$ cat src/hdl/mpb_pkg.sv
// shared widths, encodings, reset values and state layout of the memory and peripheral bus pins
package mpb_pkg;

  // ----------------------------------------------------------------
  // widths
  // ----------------------------------------------------------------
  localparam int ADDR_W = 22;
  localparam int FULL_ADDR_W = 26;
  localparam int HI_ADDR_W = 4;
  localparam int HI_ADDR_LSB = 22;
  localparam int DATA_W = 32;
  localparam int LANES = 4;
  localparam int CS_N = 6;
  localparam int CS_IDX_W = 3;
  localparam int SDCS_N = 2;
  localparam int BUFFER_OUTPUT_ENABLE_N_W = 2;
  localparam int BOOT_W = 17;
  localparam int WAIT_W = 6;
  localparam int LAT_W = 2;

  // ----------------------------------------------------------------
  // sdram address split (row first, then column)
  // ----------------------------------------------------------------
  localparam int SD_ROW_LSB = 12;
  localparam int SD_ROW_MSB = 25;
  localparam int SD_COL_LSB = 2;
  localparam int SD_COL_MSB = 11;
  localparam logic [LAT_W-1:0] CAS_LATENCY = 2'h2;

  // ----------------------------------------------------------------
  // pin values
  // ----------------------------------------------------------------
  localparam logic [LANES-1:0] BWE_IDLE = 4'hF;
  localparam logic [LANES-1:0] PCC_OE_STROBE = 4'hE;
  localparam logic [LANES-1:0] PCC_WE_STROBE = 4'hD;
  localparam logic [CS_N-1:0] CS_IDLE = 6'h3F;
  localparam logic [CS_N-1:0] CS_ONE = 6'h01;
  localparam logic [SDCS_N-1:0] SDCS_IDLE = 2'h3;
  localparam logic [SDCS_N-1:0] SDCS_ONE = 2'h1;
  localparam logic [BUFFER_OUTPUT_ENABLE_N_W-1:0] BOE_IDLE = 2'h3;
  localparam logic [BUFFER_OUTPUT_ENABLE_N_W-1:0] BOE_ON = 2'h0;

  // ----------------------------------------------------------------
  // kinds and states
  // ----------------------------------------------------------------
  typedef enum logic [1:0]
  {
    MPB_K_STATIC = 2'b00,
    MPB_K_PCCARD = 2'b01,
    MPB_K_SDRAM = 2'b10
  } mpb_kind_e;

  typedef enum logic [2:0]
  {
    MPB_IDLE = 3'b000,
    MPB_ST_ADDR = 3'b001,
    MPB_ST_STRB = 3'b010,
    MPB_END = 3'b011,
    MPB_SD_ACT = 3'b100,
    MPB_SD_CMD = 3'b101,
    MPB_SD_END = 3'b110,
    MPB_SD_LAT = 3'b111
  } mpb_state_e;

  typedef struct packed
  {
    mpb_state_e state;
    mpb_kind_e kind;
    logic write;
    logic [FULL_ADDR_W-1:0] a;
    logic [LANES-1:0] be;
    logic sdsel;
    logic [WAIT_W-1:0] wcnt;
    logic [LAT_W-1:0] lat;
    logic sdclk;
    logic fb_prev;
    logic boot_done;
    logic [BOOT_W-1:0] boot_vec;
    logic [DATA_W-1:0] rdata;
    logic rsp_valid;
    logic [CS_N-1:0] cs_n;
    logic [ADDR_W-1:0] addr;
    logic [HI_ADDR_W-1:0] hi_addr;
    logic rw;
    logic oe_n;
    logic [LANES-1:0] bwe_n;
    logic bdir_n;
    logic [BUFFER_OUTPUT_ENABLE_N_W-1:0] boe_n;
    logic ras_n;
    logic cas_n;
    logic [SDCS_N-1:0] sdcs_n;
    logic sdwe_n;
    logic [DATA_W-1:0] dout;
    logic doe;
  } mpb_state_s;

  localparam mpb_state_s MPB_STATE_RST = '{
    state: MPB_IDLE, kind: MPB_K_STATIC, write: 1'b0, a: 26'h0000000, be: 4'h0, sdsel: 1'b0,
    wcnt: 6'h00, lat: 2'h0, sdclk: 1'b0, fb_prev: 1'b0, boot_done: 1'b0, boot_vec: 17'h00000,
    rdata: 32'h00000000, rsp_valid: 1'b0, cs_n: CS_IDLE, addr: 22'h000000, hi_addr: 4'h0,
    rw: 1'b1, oe_n: 1'b1, bwe_n: BWE_IDLE, bdir_n: 1'b0, boe_n: BOE_IDLE, ras_n: 1'b1,
    cas_n: 1'b1, sdcs_n: SDCS_IDLE, sdwe_n: 1'b1, dout: 32'h00000000, doe: 1'b0};

endpackage

$ cat src/hdl/mpb_bus.sv
// memory and peripheral bus pin controller: static, pc card and sdram cycles
// ----------------------------------------------------------------
// Notes on behaviour
// - pins with _n suffix are asserted at logic zero
// - all other pins, buses, clocks and selects are asserted at logic one
// - four byte write enables, enable k covers data bits 8k+7:8k
// - pc card cycles reuse enable 0 as card OE and enable 1 as card WE
// - six active-low device selects, one external device each
// - 22-bit address bus; bits 25:22 leave on separate alternate-function pins
// - data bits 16:0 are sampled during cold reset as boot configuration
// - read output enable asserted while a static or pc card device drives data, not on sdram reads
// - read_not_write high for reads, low for writes
// - wait mode: cycle stretched while wait input stays asserted
// - acknowledge mode: asserted input completes the transaction
// - buffer direction pin drives transceiver direction, device on A side
// - two active-low buffer enables control external data buffers
// - row strobe asserted for sdram activate
// - column strobe asserted for sdram read or write command
// - two active-low sdram selects, separate from device selects
// - sdram write enable asserted only on sdram write commands
// - sdram clock is driven out and times every sdram command
// - sdram read data taken on rising edges of the feedback clock input
// ----------------------------------------------------------------
module mpb_bus (
  // clock and reset
  input wire logic clk,
  input wire logic resetn,
  // configuration
  input wire logic cfg_wait_is_ack,
  input wire logic [mpb_pkg::WAIT_W-1:0] cfg_wait_states,
  // request side
  input wire logic req_valid,
  output logic req_ready,
  input wire logic req_write,
  input wire mpb_pkg::mpb_kind_e req_kind,
  input wire logic [mpb_pkg::FULL_ADDR_W-1:0] req_addr,
  input wire logic [mpb_pkg::DATA_W-1:0] req_wdata,
  input wire logic [mpb_pkg::LANES-1:0] req_be,
  input wire logic [mpb_pkg::CS_IDX_W-1:0] req_cs,
  input wire logic req_sdsel,
  // answer side
  output logic rsp_valid,
  output logic [mpb_pkg::DATA_W-1:0] rsp_rdata,
  // boot configuration
  output logic boot_config_valid,
  output logic [mpb_pkg::BOOT_W-1:0] boot_config,
  // shared data bus pin
  input wire logic [mpb_pkg::DATA_W-1:0] bus_data_in,
  output logic [mpb_pkg::DATA_W-1:0] bus_data_out,
  output logic bus_data_oe,
  // memory and peripheral pins
  output logic [mpb_pkg::CS_N-1:0] device_select_n,
  output logic [mpb_pkg::ADDR_W-1:0] bus_address,
  output logic [mpb_pkg::HI_ADDR_W-1:0] bus_address_high,
  output logic read_not_write,
  output logic read_output_enable_n,
  output logic [mpb_pkg::LANES-1:0] byte_write_enable_n,
  input wire logic wait_or_ack_n,
  output logic buffer_direction_n,
  output logic [mpb_pkg::BUFFER_OUTPUT_ENABLE_N_W-1:0] buffer_output_enable_n,
  // sdram pins
  output logic row_strobe_n,
  output logic column_strobe_n,
  output logic [mpb_pkg::SDCS_N-1:0] sdram_select_n,
  output logic sdram_write_enable_n,
  output logic sdram_clock_out,
  input wire logic sdram_clock_feedback
);
  import mpb_pkg::*;

  // ----------------------------------------------------------------
  // input synchronisers
  // ----------------------------------------------------------------
  logic [DATA_W-1:0] data_s;
  logic wa_s;
  logic fb_s;

  // read data is two cycles stale; slow devices cover it with wait states
  mpb_sync2 #(.W(DATA_W)) u_sync_data (.clk(clk), .d(bus_data_in), .q(data_s));
  mpb_sync2 #(.W(1)) u_sync_wait (.clk(clk), .d(wait_or_ack_n), .q(wa_s));
  mpb_sync2 #(.W(1)) u_sync_fb (.clk(clk), .d(sdram_clock_feedback), .q(fb_s));

  // ----------------------------------------------------------------
  // state
  // ----------------------------------------------------------------
  mpb_state_s s_r;
  mpb_state_s s_nxt;
  logic tick;
  logic fb_rise;
  logic wa_done;

  // sdram pins move while the forwarded clock falls, stable at its rise
  assign tick = s_r.sdclk;
  assign fb_rise = fb_s & ~s_r.fb_prev;
  assign wa_done = cfg_wait_is_ack ? ~wa_s : wa_s;

  always_comb
  begin
    s_nxt = s_r;
    s_nxt.rsp_valid = 1'b0;
    s_nxt.fb_prev = fb_s;
    s_nxt.sdclk = ~s_r.sdclk;
    if (!s_r.boot_done)
    begin
      // first cycle after release still shows the strapped levels
      s_nxt.boot_vec = data_s[BOOT_W-1:0];
      s_nxt.boot_done = 1'b1;
    end
    case (s_r.state)
      MPB_IDLE:
      begin
        if (req_valid && req_ready)
        begin
          s_nxt.kind = req_kind;
          s_nxt.write = req_write;
          s_nxt.a = req_addr;
          s_nxt.be = req_be;
          s_nxt.sdsel = req_sdsel;
          s_nxt.dout = req_wdata;
          s_nxt.hi_addr = req_addr[HI_ADDR_LSB +: HI_ADDR_W];
          if (req_kind == MPB_K_SDRAM)
          begin
            s_nxt.state = MPB_SD_ACT;
          end
          else
          begin
            s_nxt.state = MPB_ST_ADDR;
            s_nxt.cs_n = ~(CS_ONE << req_cs);
            s_nxt.addr = req_addr[ADDR_W-1:0];
            s_nxt.rw = ~req_write;
            s_nxt.boe_n = BOE_ON;
            s_nxt.bdir_n = req_write;
            s_nxt.doe = req_write;
            s_nxt.wcnt = cfg_wait_states;
          end
        end
      end
      MPB_ST_ADDR:
      begin
        s_nxt.state = MPB_ST_STRB;
        if (s_r.kind == MPB_K_PCCARD)
        begin
          s_nxt.bwe_n = s_r.write ? PCC_WE_STROBE : PCC_OE_STROBE;
        end
        else if (s_r.write)
        begin
          s_nxt.bwe_n = ~s_r.be;
        end
        if (!s_r.write)
        begin
          s_nxt.oe_n = 1'b0;
        end
      end
      MPB_ST_STRB:
      begin
        if (s_r.wcnt != 6'h00)
        begin
          s_nxt.wcnt = s_r.wcnt - 6'h01;
        end
        else if (wa_done)
        begin
          s_nxt.state = MPB_END;
          s_nxt.oe_n = 1'b1;
          s_nxt.bwe_n = BWE_IDLE;
          s_nxt.rdata = data_s;
        end
      end
      MPB_END:
      begin
        s_nxt.state = MPB_IDLE;
        s_nxt.rsp_valid = 1'b1;
        s_nxt.cs_n = CS_IDLE;
        s_nxt.sdcs_n = SDCS_IDLE;
        s_nxt.boe_n = BOE_IDLE;
        s_nxt.doe = 1'b0;
        s_nxt.rw = 1'b1;
        s_nxt.bdir_n = 1'b0;
      end
      MPB_SD_ACT:
      begin
        if (tick)
        begin
          s_nxt.state = MPB_SD_CMD;
          s_nxt.sdcs_n = ~(SDCS_ONE << s_r.sdsel);
          s_nxt.ras_n = 1'b0;
          s_nxt.addr = ADDR_W'(s_r.a[SD_ROW_MSB:SD_ROW_LSB]);
          s_nxt.rw = ~s_r.write;
        end
      end
      MPB_SD_CMD:
      begin
        if (tick)
        begin
          s_nxt.ras_n = 1'b1;
          s_nxt.cas_n = 1'b0;
          s_nxt.sdwe_n = ~s_r.write;
          s_nxt.addr = ADDR_W'(s_r.a[SD_COL_MSB:SD_COL_LSB]);
          s_nxt.doe = s_r.write;
          s_nxt.boe_n = BOE_ON;
          s_nxt.bdir_n = s_r.write;
          s_nxt.lat = CAS_LATENCY;
          s_nxt.state = s_r.write ? MPB_SD_END : MPB_SD_LAT;
        end
      end
      MPB_SD_END:
      begin
        if (tick)
        begin
          s_nxt.cas_n = 1'b1;
          s_nxt.sdwe_n = 1'b1;
          s_nxt.sdcs_n = SDCS_IDLE;
          s_nxt.state = MPB_END;
        end
      end
      MPB_SD_LAT:
      begin
        if (tick)
        begin
          s_nxt.cas_n = 1'b1;
          s_nxt.sdcs_n = SDCS_IDLE;
        end
        if (fb_rise)
        begin
          if (s_r.lat == 2'h1)
          begin
            s_nxt.rdata = data_s;
            s_nxt.state = MPB_END;
          end
          else
          begin
            s_nxt.lat = s_r.lat - 2'h1;
          end
        end
      end
      default:
      begin
        s_nxt = MPB_STATE_RST;
      end
    endcase
  end

  always_ff @(posedge clk)
  begin
    if (!resetn)
    begin
      s_r <= MPB_STATE_RST;
    end
    else
    begin
      s_r <= s_nxt;
    end
  end

  // ----------------------------------------------------------------
  // outputs
  // ----------------------------------------------------------------
  assign req_ready = (s_r.state == MPB_IDLE) && s_r.boot_done;
  assign rsp_valid = s_r.rsp_valid;
  assign rsp_rdata = s_r.rdata;
  assign boot_config_valid = s_r.boot_done;
  assign boot_config = s_r.boot_vec;
  assign bus_data_out = s_r.dout;
  assign bus_data_oe = s_r.doe;
  assign device_select_n = s_r.cs_n;
  assign bus_address = s_r.addr;
  assign bus_address_high = s_r.hi_addr;
  assign read_not_write = s_r.rw;
  assign read_output_enable_n = s_r.oe_n;
  assign byte_write_enable_n = s_r.bwe_n;
  assign buffer_direction_n = s_r.bdir_n;
  assign buffer_output_enable_n = s_r.boe_n;
  assign row_strobe_n = s_r.ras_n;
  assign column_strobe_n = s_r.cas_n;
  assign sdram_select_n = s_r.sdcs_n;
  assign sdram_write_enable_n = s_r.sdwe_n;
  assign sdram_clock_out = s_r.sdclk;

  localparam int ACK_MIN = 1;
  localparam int ACK_MAX = 2;
endmodule // mpb_bus

$ cat src/hdl/mpb_sync2.sv
// two-flop synchroniser for inputs arriving from outside the clock domain
module mpb_sync2 #(
  parameter int W = 1
) (
  // clock
  input wire logic clk,
  // asynchronous input and its synchronised copy
  input wire logic [W-1:0] d,
  output logic [W-1:0] q
);

  logic [W-1:0] meta_r;

  always_ff @(posedge clk)
  begin
    meta_r <= d;
    q <= meta_r;
  end

endmodule // mpb_sync2

$ cat config.mk
export PLATFORM = sky130hd
export DESIGN_NAME = mpb_bus
export DESIGN_NICKNAME = d
export VERILOG_FILES = /design/src/hdl/mpb_pkg.sv /design/src/hdl/mpb_bus.sv /design/src/hdl/mpb_sync2.sv
export SDC_FILE = /design/constraint.sdc
export NUM_CORES = 1
export LEC_CHECK = 0
export CAP_MARGIN = 15
export CORE_MARGIN = 1.5
export CORE_UTILIZATION = 41
export CTS_BUF_LIST = sky130_fd_sc_hd__clkbuf_4
export DETAILED_ROUTE_END_ITERATION = 7
export DONT_BUFFER_PORTS = 1
export SYNTH_ARGS = -nofsm -noshare
export SYNTH_HDL_FRONTEND = slang
export SYNTH_HIERARCHICAL = 1
export SYNTH_SLANG_ARGS = --single-unit
$ cat constraint.sdc
create_clock -name clk -period 6.2 [get_ports clk]
set_input_delay 0.93 -clock clk [delete_from_list [all_inputs] [get_ports clk]]
set_output_delay 0.93 -clock clk [all_outputs]
set_load 0.01 [all_outputs]
==> metrics.txt <==
DRT iter0 DRCs 306; crit path DAT 2.16 ns; Tot GR Track Use 0.178; P_int roughly 2.6 mW; Max-cap violations 0; startpoint types register; core area roughly 22,000 µm²; routability cong. 0.799; CP Max Fanout 28; Yosys top cell by area dfxtp_1; clock share of power 0.325; Mapped Nets 1,124; number of flops mapped to enable cells by yosys 0; Hold Path Class in -> reg; crit path max-delay cell type or4b_4; commonest non-fill, non-tap cells in the layout 237 x dfxtp_1, 149 x nand2_1, 114 x a21oi_1; routed length per placed instance between 15 and 20 µm; Port Buffers 0; Setup Fix Bufs, Post-CTS 0; switch share 0.332; setup TNS 0 ns; Synth Area per Inst 9.08 µm²; combinational share of power 0.194; worst flop-to-flop path startpoint s_r[176]; Critical Path End req_ready; cell breakdown of the critical path or4b_4 > inv_2; sequential element share of the synthesized area 0.519; post-CTS sizing 0; row count 54; vias per cell between 5 and 6; LEAKAGE 3.34 nW; synth top area cells dfxtp_1 52%, buf_4 10%, a21oi_1 6.2%, nand2_1 6.2%, o21ai_0 2.6%; hold buffer count at CTS 0; status finished clean; Inserted Clock Buffers 61; count of state elements after synthesis around 240; clock buffer depth 3; Seq pwr share 0.481; nets 1,005; number of global-route vias before repair approximately 6,200; Die X 152 µm; required time worst endpoint about 5.3 ns; CP peak stage delay 0.69 ns; DP HPWL 13,600 µm; Slew Limit Fails 0; Setup CP Type reg -> out; Post-Layout Inst Area 9160 µm²; clock latency on the worst-skew pair 0.69 ns; Tcrit/Tclk final 0.498; Clock Skew 0.0355 ns; Slew headroom 0.223; share of cells above drive strength 1 0.139; dpl cell area 8410 µm²; Switch Pwr between 1 and 1.5 mW; most common cell after layout, fill and taps aside dfxtp_1; Setup Viol. Count Final 0; Critical R2R Capture read_not_write; main flop type after synthesis dfxtp_1; Hold Path Depth 0; residual DRC count 0; largest net degree at the start of global routing around 80; Worst Setup SP s_r[176]; final core occ 0.418; clock root buffer clkbuf_4; Routed WL ~21,000 µm; antenna violations before repair 3; Sink Count 237; synth-to-layout area growth 0.0820%; Synth warnings 6; Cell Area, Synth 9150 µm²; fin crit period between 3 and 4 ns; final hold vios 0; Clk pin slew, worst setup/hold paths 0.07 ns; dpl cells 1,106; H-tree levels 2; CTS tree done; fmax around 320 MHz; Detailed Routing Iterations Pass 1 4; Worst-Margin Slew between 1 and 1.5 ns; initial core utilization 0.418; antenna viol nets, final 0; Peak supply drop between 0.15 and 0.2 mV; Remaining Overflow, GRT 0; pwr dens 426 nW/µm²; Crit. End Element output pin; r2r setup slk 3.25 ns; Syn Inst Count 1,008; ys async rst share 0; RSZ-0062 raised after global routing no; IO Count 245; die span in y 152 µm; first-pass GRT wire length around 34,000 µm; area share of the largest cell type after synthesis 0.519; Via Count 6,432; depth of the most critical reg-to-reg path 6; Final Non-Filler Cells between 1,000 and 1,500; die area 23,200 µm²; synth unique cells 65
-- metal layers --
layer,up-vias,GRT usage,part of all wire
li1,3144,-,-
met1,3020,0.208,0.41
met2,220,0.275,0.46
met3,46,0.0859,0.10
met4,2,0.0767,0.026
met5,-,0.00414,0.00075
-- worst max-delay path: cells and delay by family (launching register included) --
family / cells / cell delay [ns]
buf+inv: 1 / 0.22
simple gates: 1 / 0.69
flops: 1 / 0.56
-- power groups by stage --
stage          logic [mW]  registers [mW]  clock network, mW
4_1_cts             0.757            1.88               1.32
6_report            0.757            1.88               1.27
2_1_floorplan       0.810            1.80                  0
5_1_grt             0.849            1.90               1.40
3_5_place_dp        0.754            1.91                  0
3_3_place_gp        0.744            1.91                  0
-- how the worst min path moves through the flow --
stage,from,end
after global placement,u_sync_data/meta_r[2],u_sync_data/q[2]
after CTS,bus_data_in[24],u_sync_data/meta_r[24]
after detailed placement,u_sync_data/meta_r[27],u_sync_data/q[27]
after global routing,bus_data_in[27],u_sync_data/meta_r[27]
after floorplan,u_sync_data/meta_r[0],u_sync_data/q[0]
final,bus_data_in[31],u_sync_data/meta_r[31]
-- flip-flops by register name, summed over array words and instances, names as in the netlist, 2 cells and up --
name / flops
byte_write_enable_n: 4
u_sync_data/meta_r: 32
u_sync_data/q: 32
s_r: 44
bus_data_out: 32
rsp_rdata: 32
boot_config: 17
sdram_select_n: 2
bus_address: 22
device_select_n: 6
-- cells by family (layout without fill, tap and decap cells) --
group	Yosys count	after routing	synth area share
xor gates and xnor gates	1	1	0.000958
and+or+nand+nor	305	305	0.157
muxes	31	31	0.0353
DFF	237	237	0.519
AOI/OAI and AO/OA	230	230	0.149
adders and majority gates	3	3	0.00410
other	0	3	0
buffers and inverters	201	125	0.135
-- area by class of cell --
type                            instances  area [µm²]
Inverter                                9        36.3
Fill cell                            2218       12700
Antenna cell                            3        7.51
Clock inverter                         18        81.3
Tap cell                              280         350
Multi-Input combinational cell        570        3200
Clock buffer                           88         661
Timing Repair Buffer                   10        75.1
Sequential cell                       237        4740
-- metrics by stage --
step | total power, mW | setup slack [ns] | hold WS (ns)
finish | 3.90 | 3.11 | 0.248
global route | 4.15 | 2.93 | 0.172
CTS | 3.95 | 3.06 | 0.181
detailed placement | 2.67 | 3.30 | 0.312
global placement | 2.66 | 3.35 | 0.310
floorplan | 2.61 | 3.79 | 0.310
-- Yosys cell counts (3+ instances only) --
cell      number
a21oi_1      114
a31oi_1       16
nand2b_1       8
nand4_1        3
dfxtp_1      237
o31ai_1        8
nand3_1       46
and3_1         4
mux2_2        10
nor2b_1        7
mux2i_1       21
inv_1          6
a311oi_1      16
buf_4        123
a211oi_1       3
nor2_1        43
clkbuf_1      62
buf_2          4
nand2_1      150
nand3b_1       4
nor3_1         7
or4_1          9
ha_1           3
o21ai_0       47
Power figures use the tool's default switching activity.
